## src/hw/wit_pkg.sv

```systemverilog
// Constants shared by the watchdog and interval timer block.
// Assumes a byte-addressed CPU bus with 32-bit addresses.
package wit_pkg;
   // Bus addresses
   localparam logic [31:0] ADDR_CTRL_RD = 32'hFFFF_8610;
   localparam logic [31:0] ADDR_CNT_RD = 32'hFFFF_8611;
   localparam logic [31:0] ADDR_CNT_CTRL_WR = 32'hFFFF_8610;
   localparam logic [31:0] ADDR_RST_WR = 32'hFFFF_8612;
   localparam logic [31:0] ADDR_RST_RD = 32'hFFFF_8613;
   // Write keys in the upper byte
   localparam logic [7:0] KEY_CNT = 8'h5A;
   localparam logic [7:0] KEY_CTRL = 8'hA5;
   localparam logic [7:0] KEY_RST_CFG = 8'h5A;
   localparam logic [7:0] KEY_RST_CLR = 8'hA5;
   localparam logic [7:0] RST_CLR_DATA = 8'h00;
   // timer_ctrl_status fields
   localparam int CTRL_OVF_BIT = 7;
   localparam int CTRL_MODE_BIT = 6;
   localparam int CTRL_EN_BIT = 5;
   localparam int CTRL_CKS_LSB = 0;
   localparam logic [7:0] CTRL_RSVD_ONES = 8'h18;
   // reset_ctrl_status fields
   localparam int RST_WATCHDOG_OVERFLOW_FLAG_BIT = 7;
   localparam int RST_EN_BIT = 6;
   localparam int RST_TYPE_BIT = 5;
   localparam logic [7:0] RST_RSVD_ONES = 8'h1F;
   // Reset values and counter maximum
   localparam logic [7:0] CNT_RESET = 8'h00;
   localparam logic [7:0] CNT_MAX = 8'hFF;
   localparam logic [2:0] CKS_RESET = 3'h0;
   // Pulse lengths in system clock cycles, and prescaler divider width
   localparam int OVF_OUT_CYCLES = 128;
   localparam int INT_RST_CYCLES = 512;
   localparam int PRESC_BITS = 13;

   // Standby sequencing states
   typedef enum logic [2:0] {
      ST_RUN = 3'b001,
      ST_STANDBY = 3'b010,
      ST_WAKE = 3'b100
   } wit_state_t;

   // Log2 of the clock division picked by clock_select_field
   function automatic logic [3:0] wit_div_log2(input logic [2:0] sel);
      case (sel)
         3'h0: wit_div_log2 = 4'h1;
         3'h1: wit_div_log2 = 4'h6;
         3'h2: wit_div_log2 = 4'h7;
         3'h3: wit_div_log2 = 4'h8;
         3'h4: wit_div_log2 = 4'h9;
         3'h5: wit_div_log2 = 4'hA;
         3'h6: wit_div_log2 = 4'hC;
         default: wit_div_log2 = 4'hD;
      endcase
   endfunction
endpackage

```

## src/hw/wit_ctl_if.sv

```systemverilog
// Internal carrier between the timer core, prescaler and pulse timers.
// Assumes all three parts share one clock.
`timescale 1ns/1ps
`default_nettype none
interface wit_ctl_if;
   logic presc_run;
   logic [2:0] presc_sel;
   logic tick;
   logic start_ovf;
   logic start_rst;
   logic ovf_busy;
   logic rst_busy;
   modport presc (input presc_run, input presc_sel, output tick);
   modport pulse (input start_ovf, input start_rst, output ovf_busy, output rst_busy);
   modport core (output presc_run, output presc_sel, output start_ovf, output start_rst,
                 input tick, input ovf_busy, input rst_busy);
endinterface
`default_nettype wire

```

## src/hw/wit_prescaler.sv

```systemverilog
// Clock divider giving one-cycle count ticks at the selected rate.
// Assumes the core holds run low to restart the division.
`timescale 1ns/1ps
`default_nettype none
module wit_prescaler
   import wit_pkg::*;
(
   input wire logic clk,
   input wire logic rst_b,
   wit_ctl_if.presc ctl
);
   logic [PRESC_BITS-1:0] div_q, div_d;
   logic [PRESC_BITS-1:0] mask;

   // Free-running divider, cleared while stopped
   always_comb begin
      mask = PRESC_BITS'((14'h0001 << wit_div_log2(ctl.presc_sel)) - 14'h0001);
      div_d = ctl.presc_run ? div_q + 1'b1 : '0;
      ctl.tick = ctl.presc_run && ((div_q & mask) == mask);
   end

   always_ff @(posedge clk or negedge rst_b) begin
      if (!rst_b) begin
         div_q <= '0;
      end else begin
         div_q <= div_d;
      end
   end
endmodule
`default_nettype wire

```

## src/hw/wit_pulse.sv

```systemverilog
// Two pulse timers: the overflow output pulse and the internal reset pulse.
// Assumes starts are one-cycle pulses from the core.
`timescale 1ns/1ps
`default_nettype none
module wit_pulse
   import wit_pkg::*;
#(
   parameter int OVF_LEN = OVF_OUT_CYCLES,
   parameter int RST_LEN = INT_RST_CYCLES
) (
   input wire logic clk,
   input wire logic rst_b,
   wit_ctl_if.pulse ctl
);
   logic [9:0] ovf_cnt_q, ovf_cnt_d;
   logic [9:0] rst_cnt_q, rst_cnt_d;

   // Pulse lengths must fit the 10-bit counters
   if (OVF_LEN < 1 || OVF_LEN > 1023 || RST_LEN < 1 || RST_LEN > 1023) begin : g_bad_len
      $error("wit_pulse: pulse lengths must be 1 to 1023");
   end

   always_comb begin
      ovf_cnt_d = ovf_cnt_q;
      rst_cnt_d = rst_cnt_q;
      if (ctl.start_ovf) begin
         ovf_cnt_d = 10'(OVF_LEN);
      end else if (ovf_cnt_q != 10'h000) begin
         ovf_cnt_d = ovf_cnt_q - 10'h001;
      end
      if (ctl.start_rst) begin
         rst_cnt_d = 10'(RST_LEN);
      end else if (rst_cnt_q != 10'h000) begin
         rst_cnt_d = rst_cnt_q - 10'h001;
      end
      ctl.ovf_busy = ovf_cnt_q != 10'h000;
      ctl.rst_busy = rst_cnt_q != 10'h000;
   end

   always_ff @(posedge clk or negedge rst_b) begin
      if (!rst_b) begin
         ovf_cnt_q <= '0;
         rst_cnt_q <= '0;
      end else begin
         ovf_cnt_q <= ovf_cnt_d;
         rst_cnt_q <= rst_cnt_d;
      end
   end
endmodule
`default_nettype wire

```

## src/hw/wit_watchdog_timer.sv

```systemverilog
// Top of the 8-bit watchdog and interval timer with its keyed registers.
// Assumes a synchronous CPU bus: one-cycle strobes, writes land in one cycle.
//
// What this block does
// - Watchdog mode when mode select and count enable are both one.
// - Watchdog overflow drives the active-low overflow output for 128 cycles.
// - With reset enabled, overflow raises a 512-cycle internal reset alongside it.
// - Reset type select picks power-on or manual internal reset.
// - Reset type zero means power-on, one means manual.
// - External reset pin beats a coincident overflow's internal reset and clears the watchdog flag.
// - Watchdog reset leaves pin gate, pin function and port registers alone.
// - Interval mode: mode select zero, enabled; each overflow requests an interrupt.
// - Interval overflow sets its flag and the interrupt in one cycle.
// - Interrupt follows the flag, never triggers transfers; handler clears flag.
// - Watchdog overflow sets the watchdog flag with the overflow output.
// - Standby entry refused while counting is enabled.
// - On wake, counter runs at old rate; rollover releases clocks, ends standby.
// - Counter and control share a word-only write address keyed 5A or A5.
// - Reset control register is written only by word writes at its address.
// - Key A5 with data 00 clears the watchdog flag only.
// - Key 5A copies data bits 6 and 5 into enable and type.
// - Byte reads: control at 8610, counter at 8611, reset control at 8613.
// - A counter write beats a coincident increment tick.
// - Reset disabled: overflow resets only the counter and control register.
// - Manual reset waits for bus end; dropped once the 512-cycle pulse expires.
// - Counter ticks at clock divided by 2,64,128,256,512,1024,4096 or 8192.
// - Counter held at zero while counting is disabled.
`timescale 1ns/1ps
`default_nettype none
module wit_watchdog_timer
   import wit_pkg::*;
#(
   parameter int OVF_LEN = OVF_OUT_CYCLES,
   parameter int RST_LEN = INT_RST_CYCLES
) (
   input wire logic CLK_SYS,
   input wire logic RST_B,
   input wire logic [31:0] BUS_ADDR,
   input wire logic BUS_WR,
   input wire logic BUS_RD,
   input wire logic BUS_WORD,
   input wire logic [15:0] BUS_WDATA,
   output logic [7:0] BUS_RDATA,
   input wire logic BUS_CYCLE_END,
   input wire logic EXT_RESET_PIN_N,
   input wire logic STANDBY_REQ,
   input wire logic WAKE_EVENT,
   output logic OVERFLOW_OUT_N,
   output logic INT_RESET_POWER_ON,
   output logic INT_RESET_MANUAL,
   output logic INTERVAL_INTERRUPT,
   output logic STANDBY_ACTIVE,
   output logic STANDBY_REFUSED,
   output logic CLOCK_RELEASE
);
   wit_ctl_if ctl ();

   wit_prescaler u_presc (
      .clk(CLK_SYS),
      .rst_b(RST_B),
      .ctl(ctl.presc)
   );

   wit_pulse #(
      .OVF_LEN(OVF_LEN),
      .RST_LEN(RST_LEN)
   ) u_pulse (
      .clk(CLK_SYS),
      .rst_b(RST_B),
      .ctl(ctl.pulse)
   );

   // Register state
   logic [7:0] cnt_q, cnt_d;
   logic ovf_q, ovf_d;
   logic ovf_seen_q, ovf_seen_d;
   logic mode_q, mode_d;
   logic en_q, en_d;
   logic [2:0] cks_q, cks_d;
   logic watchdog_overflow_flag_q, watchdog_overflow_flag_d;
   logic reset_enable_bit_q, reset_enable_bit_d;
   logic reset_type_select_q, reset_type_select_d;
   logic [7:0] rdata_q, rdata_d;
   // Reset sequencing and standby state
   logic rst_type_q, rst_type_d;
   logic man_go_q, man_go_d;
   wit_state_t state_q, state_d;
   logic release_q, release_d;
   logic refused_q, refused_d;

   // Decode and events
   logic wr_word, wr_cnt, wr_ctrl, wr_rst_cfg, wr_rst_clr;
   logic counting, overflow, wd_ovf, it_ovf, wd_reset, pin_rst;
   logic [7:0] ctrl_rd, rst_rd;

   // Bus decode, word writes with keys only
   always_comb begin
      wr_word = BUS_WR && BUS_WORD;
      wr_cnt = wr_word && BUS_ADDR == ADDR_CNT_CTRL_WR && BUS_WDATA[15:8] == KEY_CNT;
      wr_ctrl = wr_word && BUS_ADDR == ADDR_CNT_CTRL_WR && BUS_WDATA[15:8] == KEY_CTRL;
      wr_rst_cfg = wr_word && BUS_ADDR == ADDR_RST_WR && BUS_WDATA[15:8] == KEY_RST_CFG;
      wr_rst_clr = wr_word && BUS_ADDR == ADDR_RST_WR && BUS_WDATA[15:8] == KEY_RST_CLR
                   && BUS_WDATA[7:0] == RST_CLR_DATA;
   end

   // Counting and overflow events
   always_comb begin
      pin_rst = !EXT_RESET_PIN_N;
      counting = en_q || state_q == ST_WAKE;
      ctl.presc_run = counting;
      ctl.presc_sel = cks_q;
      overflow = counting && ctl.tick && !wr_cnt && cnt_q == CNT_MAX;
      wd_ovf = overflow && en_q && mode_q && state_q == ST_RUN;
      it_ovf = overflow && en_q && !mode_q && state_q == ST_RUN;
      wd_reset = wd_ovf && reset_enable_bit_q && !pin_rst;
      ctl.start_ovf = wd_ovf;
      ctl.start_rst = wd_reset;
   end

   // Counter and control register next values
   always_comb begin
      cnt_d = cnt_q;
      ovf_d = ovf_q;
      ovf_seen_d = ovf_seen_q;
      mode_d = mode_q;
      en_d = en_q;
      cks_d = cks_q;
      if (counting && ctl.tick) begin
         cnt_d = cnt_q + 8'h01;
      end
      if (wr_cnt) begin
         cnt_d = BUS_WDATA[7:0];
      end
      // Flag clears only after it was read as one
      if (BUS_RD && BUS_ADDR == ADDR_CTRL_RD && ovf_q) begin
         ovf_seen_d = 1'b1;
      end
      if (wr_ctrl) begin
         mode_d = BUS_WDATA[CTRL_MODE_BIT];
         en_d = BUS_WDATA[CTRL_EN_BIT];
         cks_d = BUS_WDATA[CTRL_CKS_LSB +: 3];
         if (!BUS_WDATA[CTRL_OVF_BIT] && ovf_seen_q) begin
            ovf_d = 1'b0;
            ovf_seen_d = 1'b0;
         end
      end
      if (!en_d && state_q != ST_WAKE) begin
         cnt_d = CNT_RESET;
      end
      if (it_ovf) begin
         ovf_d = 1'b1;
      end
      // watchdog overflow clears counter and control
      if (wd_ovf) begin
         cnt_d = CNT_RESET;
         mode_d = 1'b0;
         en_d = 1'b0;
         cks_d = CKS_RESET;
         ovf_d = 1'b0;
         ovf_seen_d = 1'b0;
      end
   end

   // Reset control register next values
   always_comb begin
      watchdog_overflow_flag_d = watchdog_overflow_flag_q;
      reset_enable_bit_d = reset_enable_bit_q;
      reset_type_select_d = reset_type_select_q;
      if (wr_rst_clr) begin
         watchdog_overflow_flag_d = 1'b0;
      end
      if (wr_rst_cfg) begin
         reset_enable_bit_d = BUS_WDATA[RST_EN_BIT];
         reset_type_select_d = BUS_WDATA[RST_TYPE_BIT];
      end
      if (wd_ovf) begin
         watchdog_overflow_flag_d = 1'b1;
      end
      if (pin_rst) begin
         watchdog_overflow_flag_d = 1'b0;
      end
   end

   // Internal reset type latch and manual reset bus wait
   always_comb begin
      rst_type_d = rst_type_q;
      man_go_d = man_go_q;
      if (wd_reset) begin
         rst_type_d = reset_type_select_q;
         man_go_d = 1'b0;
      end else if (ctl.rst_busy && BUS_CYCLE_END) begin
         man_go_d = 1'b1;
      end else if (!ctl.rst_busy) begin
         man_go_d = 1'b0;
      end
   end

   // Standby entry and wake sequencing
   always_comb begin
      state_d = state_q;
      release_d = 1'b0;
      refused_d = 1'b0;
      case (state_q)
         ST_RUN: begin
            if (STANDBY_REQ) begin
               if (en_q) begin
                  refused_d = 1'b1;
               end else begin
                  state_d = ST_STANDBY;
               end
            end
         end
         ST_STANDBY: begin
            if (WAKE_EVENT) begin
               state_d = ST_WAKE;
            end
         end
         ST_WAKE: begin
            if (overflow) begin
               state_d = ST_RUN;
               release_d = 1'b1;
            end
         end
         default: begin
            state_d = ST_RUN;
         end
      endcase
   end

   // Byte read data, registered
   always_comb begin
      ctrl_rd = CTRL_RSVD_ONES;
      ctrl_rd[CTRL_OVF_BIT] = ovf_q;
      ctrl_rd[CTRL_MODE_BIT] = mode_q;
      ctrl_rd[CTRL_EN_BIT] = en_q;
      ctrl_rd[CTRL_CKS_LSB +: 3] = cks_q;
      rst_rd = RST_RSVD_ONES;
      rst_rd[RST_WATCHDOG_OVERFLOW_FLAG_BIT] = watchdog_overflow_flag_q;
      rst_rd[RST_EN_BIT] = reset_enable_bit_q;
      rst_rd[RST_TYPE_BIT] = reset_type_select_q;
      rdata_d = rdata_q;
      if (BUS_RD) begin
         case (BUS_ADDR)
            ADDR_CTRL_RD: rdata_d = ctrl_rd;
            ADDR_CNT_RD: rdata_d = cnt_q;
            ADDR_RST_RD: rdata_d = rst_rd;
            default: rdata_d = 8'h00;
         endcase
      end
   end

   // All block state; this block holds none of the pin registers
   always_ff @(posedge CLK_SYS or negedge RST_B) begin
      if (!RST_B) begin
         cnt_q <= CNT_RESET;
         ovf_q <= 1'b0;
         ovf_seen_q <= 1'b0;
         mode_q <= 1'b0;
         en_q <= 1'b0;
         cks_q <= CKS_RESET;
         watchdog_overflow_flag_q <= 1'b0;
         reset_enable_bit_q <= 1'b0;
         reset_type_select_q <= 1'b0;
         rdata_q <= 8'h00;
         rst_type_q <= 1'b0;
         man_go_q <= 1'b0;
         state_q <= ST_RUN;
         release_q <= 1'b0;
         refused_q <= 1'b0;
      end else begin
         cnt_q <= cnt_d;
         ovf_q <= ovf_d;
         ovf_seen_q <= ovf_seen_d;
         mode_q <= mode_d;
         en_q <= en_d;
         cks_q <= cks_d;
         watchdog_overflow_flag_q <= watchdog_overflow_flag_d;
         reset_enable_bit_q <= reset_enable_bit_d;
         reset_type_select_q <= reset_type_select_d;
         rdata_q <= rdata_d;
         rst_type_q <= rst_type_d;
         man_go_q <= man_go_d;
         state_q <= state_d;
         release_q <= release_d;
         refused_q <= refused_d;
      end
   end

   // Outputs
   assign BUS_RDATA = rdata_q;
   assign OVERFLOW_OUT_N = !ctl.ovf_busy;
   assign INT_RESET_POWER_ON = ctl.rst_busy && !rst_type_q;
   assign INT_RESET_MANUAL = ctl.rst_busy && rst_type_q && man_go_q;
   assign INTERVAL_INTERRUPT = ovf_q;
   assign STANDBY_ACTIVE = state_q != ST_RUN;
   assign STANDBY_REFUSED = refused_q;
   assign CLOCK_RELEASE = release_q;
endmodule
`default_nettype wire

```

## config.mk

```make
export PLATFORM = sky130hd
export DESIGN_NAME = wit_watchdog_timer
export DESIGN_NICKNAME = d
export VERILOG_FILES = /design/src/hw/wit_pkg.sv /design/src/hw/wit_ctl_if.sv /design/src/hw/wit_prescaler.sv /design/src/hw/wit_pulse.sv /design/src/hw/wit_watchdog_timer.sv
export SDC_FILE = /design/constraint.sdc
export NUM_CORES = 1
export LEC_CHECK = 0
export BUFFER_PORTS_ARGS = -buffer_cell sky130_fd_sc_hd__buf_2
export CORE_ASPECT_RATIO = 1.4
export CORE_MARGIN = 5
export CORE_UTILIZATION = 35
export CTS_BUF_LIST = sky130_fd_sc_hd__clkbuf_4 sky130_fd_sc_hd__clkbuf_8
export CTS_CLUSTER_SIZE = 24
export DETAILED_ROUTE_END_ITERATION = 8
export PLACE_DENSITY_LB_ADDON = 0.3
export REMOVE_ABC_BUFFERS = 1
export SLEW_MARGIN = 30
export SYNTH_ARGS = -nofsm -noshare
export SYNTH_HDL_FRONTEND = slang
export SYNTH_SLANG_ARGS = --single-unit
export TNS_END_PERCENT = 1
```

## constraint.sdc

```tcl
create_clock -name CLK_SYS -period 3 [get_ports CLK_SYS]
set_clock_uncertainty 0.2 [all_clocks]
set_input_delay 0.9 -clock CLK_SYS [delete_from_list [all_inputs] [get_ports CLK_SYS]]
set_output_delay 0.9 -clock CLK_SYS [all_outputs]
set_load 0.005 [all_outputs]
```

Word-level counts from Yosys, hierarchy flattened
Cells that the tools add are included.
{ "word_totals": {"register_bits": 66, "input_bits": 57, "word_cells": 137} }
{ "classes": {"n_eq_ne": 25, "add_sub_neg": 5, "bitwise_logic": 1, "mux": 41, "n_reduce_logical": 46, "shifts": 1} }
{ "ops": {"columns": ["operator", "count"], "rows": [
  ["== test 32 bit (second input constant)", 4],
  ["two-way mux 10 bit", 4],
  ["two-way mux 8 bit", 4],
  ["case mux 4 bit (7 select lines)", 1],
  ["logical AND 1 bit", 27],
  ["case mux 8 bit (3 select lines)", 1],
  ["two-way mux 1 bit", 23],
  ["nonzero test 10 bit", 2],
  ["subtractor 10 x 1 -> 10 bit (second input constant)", 2],
  ["two-way mux 3 bit", 6],
  ["== test 8 bit (second input constant)", 2],
  ["adder 13 x 1 -> 13 bit (second input constant)", 1],
  ["AND 13 bit", 1],
  ["== test 13 bit", 1],
  ["two-way mux 13 bit", 1],
  ["<< shifter 1 x 4 -> 13 bit (first input constant)", 1],
  ["subtractor 13 x 1 -> 13 bit (second input constant)", 1],
  ["== test 3 bit (second input constant)", 4],
  ["== test 3 x 2 -> 1 bit (second input constant)", 3],
  ["case mux 3 bit (3 select lines)", 1],
  ["adder 8 x 1 -> 8 bit (second input constant)", 1],
  ["== test 8 x 7 -> 1 bit (second input constant)", 1],
  ["logical NOT 8 bit", 1],
  ["inequality test 2 bit (second input constant)", 4],
  ["other kinds (12)", 22]
]} }

Logic depth before layout (Yosys ltp)
Gate-level depths: netlist of the first run.
{ "depth": {"ltp_word": 16, "mapped_depth": 9, "depth_no_buf": 8} }

By module
From an unflattened synthesis of the first run, not the netlist that was laid out.
{ "hier_totals": {"cells_unflattened": 417, "area_unflattened_um2": 4050.1} }
{ "modules_own_cells": {"columns": ["mod", "seq_area_each_um2", "instances", "cells_each", "area_per_inst_um2"], "rows": [
  ["wit_watchdog_timer", 827.0, 1, 217, 2137.0],
  ["wit_pulse", 500.5, 1, 119, 1133.6],
  ["wit_prescaler", 325.3, 1, 81, 779.5]
]} }

Least setup slack after synthesis of the first run
OpenSTA, ideal clock, no wires.
{ "synth_timing": {"path_type": "input to register", "start": "input BUS_ADDR[3]", "end": "register cnt_q[2]", "arrival_time_ns": 3.128, "setup_ns": 0.094, "slack_ns": -0.421, "required_time_ns": 2.706, "stages": 7, "path_buffers": 1, "cell_sequence": "or4b_1 -> or4_1 -> or4_1 -> buf_6 -> mux2i_4 -> a21o_4 -> a211oi_1"} }
{ "synth_via": {"elab_chain_cells": 10} }
{ "synth_lines": {"columns": ["item", "line", "rtl"], "rows": [
  ["start, declared", "wit_watchdog_timer.sv:38", "input wire logic [31:0] BUS_ADDR,"],
  ["== test 32 bit (*)", "wit_watchdog_timer.sv:99, wit_watchdog_timer.sv:100", null],
  ["logical AND 1 bit (*)", "wit_watchdog_timer.sv:99, wit_watchdog_timer.sv:100", null],
  ["logical AND 1 bit", "wit_watchdog_timer.sv:99", "wr_cnt = wr_word && BUS_ADDR == ADDR_CNT_CTRL_WR && BUS_WDATA[15:8] == KEY_CNT;"],
  ["logical NOT 1 bit", "wit_watchdog_timer.sv:112", "overflow = counting && ctl.tick && !wr_cnt && cnt_q == CNT_MAX;"],
  ["logical AND 1 bit (2 in a row)", "wit_watchdog_timer.sv:112", null],
  ["logical AND 1 bit (3 in a row)", "wit_watchdog_timer.sv:113", "wd_ovf = overflow && en_q && mode_q && state_q == ST_RUN;"],
  ["nonzero test 4 bit (no line) or two-way mux 8 bit (tied branches)", null, null],
  ["end signal, assigned", "wit_watchdog_timer.sv:271", "cnt_q <= cnt_d;"],
  ["end, declared", "wit_watchdog_timer.sv:74", "logic [7:0] cnt_q, cnt_d;"]
]} }
Mark *: on every way between the ends. The rest lies on a longest branch, timed or not.
A chain may end at the register's enable or synchronous reset.

Final worst setup path of the first run
{ "layout_timing": {"start": "input BUS_ADDR[3]", "end": "register cnt_q[1]"} }
Same word-level chain as after synthesis.

==> results of run 1 <==
## worst paths after layout
kind                       slack, ns   startpoint              endpoint
min in group asynchronous       0.34        RST_B  u_pulse.ovf_cnt_q[9]
max reg2reg                     0.20     cks_q[1]            rst_type_q
min                             0.30   state_q[2]            state_q[1]
min reg2reg                     0.30   state_q[2]            state_q[1]
max in group asynchronous       1.91        RST_B            state_q[0]
max                            -0.05  BUS_ADDR[3]              cnt_q[1]
## cells in the mapped netlist, drive strengths merged (2+ instances only)
cell / n
clkbuf: 3
o2111ai: 3
nor3: 14
nand2b: 5
and3: 6
o21ai: 7
mux2i: 10
a21oi: 20
or4b: 2
nor2b: 3
xor2: 7
nor4b: 2
nor4bb: 3
ha: 5
inv: 17
nor3b: 5
or4: 5
nand4: 8
dfrtp: 65
nand2: 22
nand3: 11
nor4: 8
or4bb: 3
a211oi: 8
xnor2: 19
and4: 2
or3: 6
mux2: 4
and2: 3
or3b: 2
buf: 5
a2bb2oi: 6
nor2: 69
or2: 2
## routing by layer
metal,vias up,global-route usage (%),wire length (µm),part of all wire (%)
li1,1535,-,-,-
met1,1506,18.4,3820,42
met2,110,27.1,4530,50
met3,25,3.86,463,5.1
met4,0,7.79,273,3.0
met5,-,0,0,0
## what timing repair did
item                                    4_1_cts  5_1_grt
hold buffers                                  0        0
gates resized for setup                      12        7
gates cloned                                  0        0
pin swaps                                     3        2
endpoints found under the setup margin       11       23
## sequential cells by signal (all words and copies together), names as in the netlist, 3 cells and up
signal,flops
u_presc.div_q,13
u_pulse.ovf_cnt_q,10
u_pulse.rst_cnt_q,10
BUS_RDATA,8
cnt_q,8
cks_q,3
state_q,3
## cell families (layout without fill, tap and decap cells)
logic type | after synthesis | in the layout | share of synthesized area (%)
muxes | 14 | 14 | 4.37
AOI/OAI and AO/OA | 54 | 54 | 11.4
other | 1 | 1 | 0.104
DFF | 66 | 66 | 45.9
xor gates and xnor gates | 26 | 26 | 6.32
adders and majority gates | 5 | 5 | 1.74
and+or+nand+nor | 184 | 184 | 27.1
buffers and inverters | 25 | 129 | 3.16
## metrics by stage
stage / area (µm²) / setup TNS, ns / utilization (%) / instances
3_5_place_dp: 4290 / -14.42 / 42.9 / 600
2_1_floorplan: 3550 / -8.12 / - / 367
6_report: 4550 / -0.302 / 45.5 / 614
4_1_cts: 4520 / -0.243 / 45.2 / 614
5_1_grt: 4550 / -0.611 / 45.5 / 614
3_3_place_gp: 4290 / -12.88 / 42.9 / 600
## power groups by stage
| stage | clock network, W | registers (W) | logic, W |
|---|---|---|---|
| after floorplan | 0 | 0.000951 | 0.0000647 |
| after global placement | 0 | 0.000953 | 0.000164 |
| after detailed placement | 0 | 0.000955 | 0.000168 |
| after CTS | 0.000691 | 0.000938 | 0.000172 |
| after global routing | 0.000726 | 0.000944 | 0.000188 |
| final | 0.000669 | 0.000940 | 0.000169 |
## area by class of cell
cell class / count / area, µm²
Fill cell: 1004 / 5460
Tap cell: 135 / 169
Sequential cell: 66 / 1650
Multi-Input combinational cell: 284 / 1910
Timing Repair Buffer: 98 / 587
Inverter: 17 / 63.8
Clock buffer: 14 / 168
## worst max-delay path: cells and delay by family
| family | cells | cell delay, ns |
|---|---|---|
| AOI/OAI and AO/OA | 2 | 0.43 |
| buffers and inverters | 1 | 0.09 |
| muxes | 1 | 0.21 |
| and+or+nand+nor | 3 | 1.48 |
==> results.md, run 1 <==
- Largest net degree at the start of global routing: 67
- GRT Residual Overflow: 0
- Final Total Pwr: 0.00178 W
- Yosys top cell by area: dfrtp_1
- Top cells by area, synth: dfrtp_1, nor2_1, xnor2_1
- Via count: 3176
- WP data required: 3.06 ns
- Synth cell types: 61
- ANT nets after route: 0
- Worst path arrival time: 3.11 ns
- Yosys warnings: 0
- CTS tree: done
- Leakage: 1.96 nW
- Yosys reg bits: 66
- RSZ-0062 raised after global routing: true
- Worst stage delay on the critical path: 0.53 ns
- Area growth syn-to-layout: 26.2%
- Die area: 12500 µm²
- Total CTS buffers: 9
- Top-area cell type share of the netlist area: 45.1%
- Post-Place Setup Slack: -0.584 ns
- First-pass GRT wire length: 15.4 mm
- Minimum clock period: 3.05 ns
- Worst hold slack: 0.296 ns
- Max Slew Vio Count: 0
- GP Congestion: 0.857
- # nets final: 538
- Row count: 43
- Synth Cell Area: 3600 µm²
- Leading cell type in the layout, fill and taps excluded: buf_2
- Post-synth EDFFs: 0
- Post-CTS Setup Inserts: 0
- Sw frac: 24.2%
- Final setup fails: 8
- Comb power frac: 9.5%
- CP max-delay cell: or4_4
- Routed WL: 9.09 mm
- Drt via density: 5.17
- Worst-path cell chain: buf_6, or4b_4, or4_4, or4_4, mux2i_4, a21o_4, a211oi_2
- Wirelength per Cell: 14.8 µm
- Fmax achieved: 0.328 GHz
- Share of power burned in the clock network: 37.6%
- Worst Tran Pin Value: 0.839 ns
- Cells after Synth: 375
- Hold Crit Class: flop to flop
- Peak supply drop: 0.000247 V
- CP Class: input pin to flop
- Pwr/cell area: 391 nW/µm²
- Failing checks: negative setup slack
- Commonest register cell after synthesis: dfrtp_1
- All-Layer GR Usage: 15.9%
- Clock H-tree levels: 3
- CP Launch Type: input pin
- Final hold vios: 0
- Die X: 95.8 µm
- # IOs: 72
- Vias in the first global route: 3338
- Die Height: 130 µm
- DPL Wire Length: 6.95 mm
- Worst rel slew slack: 43.9%
- Sequential share of the synthesized area: 45.9%
- Worst path most repeated cell: or4_4
- Latest clock arrival within the worst-skew pair: 0.35 ns
- Antenna cells: 0
- Total of max-cap violations: 0
- 1st-pass router iterations: 4
- Most frequent cells in the layout: buf_2, nor2_1, dfrtp_1, buf_4, nand2_1
- Avg Cell Area, Syn: 9.61 µm²
- DRT iter0 DRCs: 55
- CTS clock-pin slew for the worst setup and hold paths: 0.07 ns
- Drt drc: 0
- Max Buffers Root-to-Sink: 2
- Switching Power: 0.000430 W
- Initial antenna violation count: 0
- Starting Density: 36.0%
- Internal: 0.00135 W
- PortBufs: 71
- Hold-critical path depth: 1
- Seq pwr share: 52.8%
- Root buf cell: clkbuf_8
- Synth async-reset ratio: 100%
- CTS sink count: 66
- CP Max Fanout: 8
- Reg2Reg Depth: 8
- Share of layout cells above drive strength 1: 30.7%
- Floorplan Core Area: 10000 µm²
- Crit. End Element: flop
- Final period utilization: 102%
- Setup WS post-layout: -0.0516 ns
- Status: finished with violations
Note: power is estimated with default switching activity, not from simulation.
==> run 2: changes to the inputs <==
--- a/config.mk
+++ b/config.mk
@@ -7,7 +7,7 @@
 export LEC_CHECK = 0
 export BUFFER_PORTS_ARGS = -buffer_cell sky130_fd_sc_hd__buf_2
 export CORE_ASPECT_RATIO = 1.4
-export CORE_MARGIN = 5
+export CORE_MARGIN = 1.5
 export CORE_UTILIZATION = 35
 export CTS_BUF_LIST = sky130_fd_sc_hd__clkbuf_4 sky130_fd_sc_hd__clkbuf_8
 export CTS_CLUSTER_SIZE = 24
==> results.md, run 2 (synthesis results as in run 1) <==
- Max FFs per register: 13
- CTS sink count: 66
- Area growth syn-to-layout: 27.9%
- Root buf cell: clkbuf_8
- Antenna cells: 0
- Share of layout cells above drive strength 1: 30.8%
- All-Layer GR Usage: 17.3%
- Largest Register: u_presc.div_q
- Post-CTS Setup Inserts: 0
- GP Congestion: 0.832
- Fmax achieved: 0.327 GHz
- Worst rel slew slack: 43.2%
- Crit. End Element: flop
- CP max-delay cell: or4b_4
- Post-Place Setup Slack: -0.593 ns
- Drt drc: 0
- Largest net degree at the start of global routing: 49
- Seq pwr share: 46.3%
- Starting Density: 36.2%
- WP data required: 3.07 ns
- CP Launch Type: input pin
- Final setup fails: 8
- Peak supply drop: 0.000193 V
- Final period utilization: 102%
- Via count: 3135
- CTS clock-pin slew for the worst setup and hold paths: 0.08 ns
- First-pass GRT wire length: 14.5 mm
- 1st-pass router iterations: 4
- PortBufs: 71
- Latest clock arrival within the worst-skew pair: 0.35 ns
- Comb power frac: 8.3%
- Leading cell type in the layout, fill and taps excluded: buf_2
- Most frequent cells in the layout: buf_2, nor2_1, dfrtp_1, buf_4, nand2_1
- Die X: 88.8 µm
- GRT Residual Overflow: 0
- Failing checks: negative setup slack
- CP Max Fanout: 8
- RSZ-0062 raised after global routing: true
- Crit path depth: 7
- DRT iter0 DRCs: 102
- Worst hold slack: 0.292 ns
- Die area: 10900 µm²
- Worst path arrival time: 3.12 ns
- # IOs: 72
- CP startpoint: BUS_ADDR[3]
- Hold Crit Class: input pin to async pin
- Reg2Reg Depth: 8
- Worst reg2reg endpoint: rst_type_q
- Final hold vios: 0
- Worst Tran Pin Value: 0.849 ns
- ANT nets after route: 0
- Sw frac: 22.8%
- Wirelength per Cell: 14.0 µm
- Max Slew Vio Count: 0
- CTS tree: done
- Largest regs: u_presc.div_q x13, u_pulse.ovf_cnt_q x10, u_pulse.rst_cnt_q x10
- Row count: 43
- Share of power burned in the clock network: 45.4%
- Worst path most repeated cell: or4_4
- Worst-path cell chain: buf_6, or4b_4, or4_4, or4_4, mux2i_4, a21o_4, a211oi_2
- Drt via density: 5.10
- Max Buffers Root-to-Sink: 2
- Filler cell count: 963
- Floorplan Core Area: 9950 µm²
- Clock H-tree levels: 3
- Leakage: 1.98 nW
- Worst stage delay on the critical path: 0.53 ns
- Total CTS buffers: 9
- Setup WS post-layout: -0.0561 ns
- Vias in the first global route: 3144
- CP top delay family: simple AND/OR/NAND/NOR gates
- Internal: 0.00156 W
- Buffers & Inverters on Critical Path: 1
- # nets final: 537
- Die Height: 123 µm
- Total of max-cap violations: 0
- Initial antenna violation count: 0
- Routed WL: 8.59 mm
- CP Class: input pin to flop
- Pwr/cell area: 440 nW/µm²
- Minimum clock period: 3.06 ns
- Worst R2R Start: cks_q[1]
- CP Capture Point: cnt_q[0]
- DPL Wire Length: 6.49 mm
- Status: finished with violations
- Switching Power: 0.000463 W
- R2R setup slack: 0.20 ns
-- run 2: cell types whose count changed in the layout (fill, tap and decap cells not counted), sizes merged --
cell and change:
clkinv +1, clkbuf -3, clkinvlp +1, buf -1, bufinv +3
-- run 2: worst reg2reg max path, cell delays in order, from the launching register on --
cell and delay [ns]:
dfrtp_1 0.38, or3_1 0.39, ha_1 0.28, o21ai_0 0.09, a221oi_2 0.21, o2111ai_2 0.23
a2111oi_4 0.33, and3_4 0.26, mux2_1 0.31
-- run 2: timing repair --
item | CTS | global route
resized for setup | 11 | 7
hold buffers | 0 | 0
pin swaps | 2 | 2
endpoints found under the setup margin | 10 | 23
-- run 2: area by class of cell --
class,instances,area [µm²],area share [%]
multi-input cells,284,1910,41.5
flip-flops and latches,66,1650,35.8
repair buffers,97,569,12.3
well taps,135,169,3.66
clock buffers,11,139,3.01
clock inverters,5,103,2.23
inverters,17,63.8,1.38
-- run 2: layer usage --
metal	GRT usage [%]	vias up	share of wire (%)
met4	7.62	0	2.4
li1	-	1541	-
met3	3.20	17	4.2
met2	29.9	84	51
met1	20.6	1493	43
met5	0	-	0
-- run 2: power groups by stage --
stage,sequential (W),combinational (W),clock [W]
global placement,0.000953,0.000162,0
detailed placement,0.000955,0.000167,0
floorplan,0.000951,0.0000647,0
finish,0.000940,0.000168,0.000921
global route,0.000942,0.000187,0.000975
CTS,0.000938,0.000170,0.000941
-- run 2: worst min-delay path by stage --
stage / slack, ns / start / to
detailed placement: 0.29 / state_q[2] / state_q[1]
floorplan: 0.25 / state_q[2] / state_q[1]
global placement: 0.26 / state_q[2] / state_q[1]
finish: 0.29 / RST_B / u_pulse.ovf_cnt_q[1]
global route: 0.31 / RST_B / u_pulse.ovf_cnt_q[1]
CTS: 0.29 / RST_B / u_pulse.ovf_cnt_q[1]
-- run 2: per-stage QoR --
stage	setup TNS [ns]	std cells	cell area, µm²	utilization (%)	total power [W]
finish	-0.339	615	4610	46.3	0.00203
global route	-0.610	615	4610	46.3	0.00210
CTS	-0.111	615	4580	46.0	0.00205
detailed placement	-13.97	599	4290	43.1	0.00112
global placement	-12.16	599	4290	43.1	0.00111
floorplan	-8.12	367	3550	-	0.00102
==> run 3: changes to the inputs <==
--- a/config.mk
+++ b/config.mk
@@ -5,12 +5,13 @@
 export SDC_FILE = /design/constraint.sdc
 export NUM_CORES = 1
 export LEC_CHECK = 0
+export ABC_AREA = 1
 export BUFFER_PORTS_ARGS = -buffer_cell sky130_fd_sc_hd__buf_2
 export CORE_ASPECT_RATIO = 1.4
 export CORE_MARGIN = 1.5
 export CORE_UTILIZATION = 35
 export CTS_BUF_LIST = sky130_fd_sc_hd__clkbuf_4 sky130_fd_sc_hd__clkbuf_8
-export CTS_CLUSTER_SIZE = 24
+export CTS_CLUSTER_SIZE = 20
 export DETAILED_ROUTE_END_ITERATION = 8
 export PLACE_DENSITY_LB_ADDON = 0.3
 export REMOVE_ABC_BUFFERS = 1
==> results.md, run 3 <==
- CP Capture Point: OVERFLOW_OUT_N
- PortBufs: 71
- Mux contribution to synthesized area: 0%
- Simple-gate share of the synthesized area: 36.7%
- Die Height: 129 µm
- Root buf cell: clkbuf_8
- Placed cell area: 4500 µm²
- Total CTS buffers: 9
- Post-synth EDFFs: 0
- Most frequent cells in the layout: nand2_1, nor2_1, buf_2, inv_1, dfrtp_1
- Largest regs: u_presc.div_q x13, u_pulse.ovf_cnt_q x10, u_pulse.rst_cnt_q x10
- 1st-pass router iterations: 4
- Worst Tran Pin Value: 0.555 ns
- Crit. End Element: primary output
- Latest clock arrival within the worst-skew pair: 0.35 ns
- Total of max-cap violations: 0
- Top-area cell type share of the netlist area: 41.1%
- Worst stage delay on the critical path: 0.40 ns
- CP Launch Type: flop
- Final period utilization: 95.9%
- RSZ-0062 raised after global routing: true
- Final Total Pwr: 0.00200 W
- Row count: 45
- CTS tree: done
- Placed cell count: 747
- All-Layer GR Usage: 17.9%
- DPL Wire Length: 8.01 mm
- Max FFs per register: 13
- Die X: 92.9 µm
- Worst hold slack: 0.284 ns
- Yosys warnings: 0
- Floorplan Core Area: 10900 µm²
- Yosys reg bits: 66
- Area growth syn-to-layout: 19.4%
- Main combinational cell family by area after synthesis: simple AND/OR/NAND/NOR gates
- Minimum clock period: 2.88 ns
- Post-CTS Setup Inserts: 0
- Synth async-reset ratio: 100%
- Yosys top cell by area: dfrtp_1
- ANT nets after route: 0
- Final setup fails: 0
- WP data required: 1.90 ns
- Crit path depth: 7
- Via count: 3800
- Pwr/cell area: 424 nW/µm²
- Clock H-tree levels: 3
- GRT Residual Overflow: 0
- Status: completed
- Drt via density: 4.99
- Final hold vios: 0
- CTS clock-pin slew for the worst setup and hold paths: 0.07 ns
- Most instantiated cells after synthesis: nand2_1, nor2_1, inv_1
- Routed WL: 9.99 mm
- CP top delay family: simple AND/OR/NAND/NOR gates
- Most frequent cell after synthesis: nand2_1
- Area share of fa/ha/maj cells after synthesis: 1.58%
- Leakage: 2.25 nW
- Wirelength per Cell: 13.1 µm
- Antenna cells: 0
- CP Max Fanout: 8
- Largest Register: u_presc.div_q
- First-pass GRT wire length: 16.8 mm
- Worst path arrival time: 1.78 ns
- GP Congestion: 0.865
- Synth Area in Compound Gates: 8.35%
- Top cells by area, synth: dfrtp_1, nand2_1, nor2_1
- Starting Density: 36.2%
- CP startpoint: u_pulse.ovf_cnt_q[3]
- Leading cell type in the layout, fill and taps excluded: nand2_1
- Worst R2R Start: cks_q[2]
- CP Class: flop to primary output
- Peak supply drop: 0.000168 V
- CTS sink count: 66
- Post-route design area: 4720 µm²
- Synth Cell Area: 3960 µm²
- Share of layout cells above drive strength 1: 20.1%
- Worst reg2reg endpoint: u_pulse.rst_cnt_q[3]
- Sequential share of the synthesized area: 41.8%
- # IOs: 72
- # hold bufs at CTS: 0
- Largest net degree at the start of global routing: 27
- Buffers & Inverters on Critical Path: 2
- Non-Filler Instances: 762
- Commonest register cell after synthesis: dfrtp_1
- Avg Cell Area, Syn: 7.41 µm²
- CP max-delay cell: dfrtp_1
- Setup TNS Final: 0 ns
- Worst-path cell chain: or2_2, nor2_1, nand3_1, nor2_2, nand2_4, inv_2, buf_2
- Drt drc: 0
- Fmax achieved: 0.348 GHz
- Worst rel slew slack: 63.0%
- DRT iter0 DRCs: 198
- Reg2Reg Depth: 14
- Post-Synth XOR/XNOR Area: 4.21%
- Vias in the first global route: 3730
- Synth cell types: 42
- # nets final: 679
- Hold Crit Class: flop to flop
- Die area: 12000 µm²
- Initial antenna violation count: 0
- R2R setup slack: 0.40 ns
- Max Buffers Root-to-Sink: 2
- Max Slew Vio Count: 0
- Cells after Synth: 534
-- run 3: repair_timing --
item | in CTS | in global routing
resized for setup | 1 | 4
setup endpoints to repair | 1 | 3
cloned | 0 | 0
-- run 3: cells by family (layout without fill, tap and decap cells) --
family / count (synthesis) / after routing
buffers and inverters: 74 / 161
other: 1 / 1
AND/OR/NAND/NOR: 314 / 314
flip-flops: 66 / 66
adder cells (fa/ha/maj): 5 / 5
AO/OA/AOI/OAI: 55 / 55
XOR/XNOR: 19 / 19
-- run 3: final cells by class --
cell class / count / area, µm²
flip-flops and latches: 66 / 1650
repair buffers: 75 / 385
clock inverters: 3 / 65.1
fillers: 1126 / 6200
inverters: 71 / 267
clock buffers: 12 / 146
well taps: 141 / 176
multi-input cells: 394 / 2030
-- run 3: per-layer routing --
layer	part of all wire [%]	up-vias	global-route usage, %
li1	-	1893	-
met1	41	1778	20.0
met2	51	109	32.0
met3	4.6	20	4.08
met4	2.9	0	8.29
met5	0	-	0
-- run 3: worst register-to-register path, stage by stage, from the launching register on --
cell and delay (ns):
dfrtp_1 0.43, inv_1 0.13, nand3_1 0.15, ha_1 0.31, nor2_1 0.04, nor2_1 0.08, nand2_1 0.06, nor2_1 0.11
nand3_1 0.12, nor2_4 0.20, nand2_4 0.09, nor2_4 0.15, nand3_2 0.20, inv_2 0.17, nor2_1 0.06
-- run 3: power breakdown --
| group | internal [W] | switching, W |
|---|---|---|
| registers | 0.000917 | 0.0000223 |
| clock network | 0.000490 | 0.000331 |
| logic | 0.0000861 | 0.000157 |
-- run 3: how the worst min path moves through the flow --
stage,from,endpoint,slack [ns],cells after the start
2_1_floorplan,reset_type_select_q,reset_type_select_q,0.25,2
3_3_place_gp,BUS_RDATA[7],BUS_RDATA[7],0.27,2
3_5_place_dp,reset_type_select_q,reset_type_select_q,0.27,2
4_1_cts,reset_type_select_q,reset_type_select_q,0.29,2
5_1_grt,u_pulse.rst_cnt_q[0],u_pulse.rst_cnt_q[0],0.32,2
6_report,reset_type_select_q,reset_type_select_q,0.28,2
-- run 3: metrics by stage --
| stage | utilization [%] | setup slack (ns) |
|---|---|---|
| finish | 43.3 | 0.124 |
| global route | 43.3 | -0.0831 |
| CTS | 43.1 | 0.0163 |
| detailed placement | 41.2 | 0.320 |
| global placement | 41.2 | 0.369 |
| floorplan | - | 0.579 |
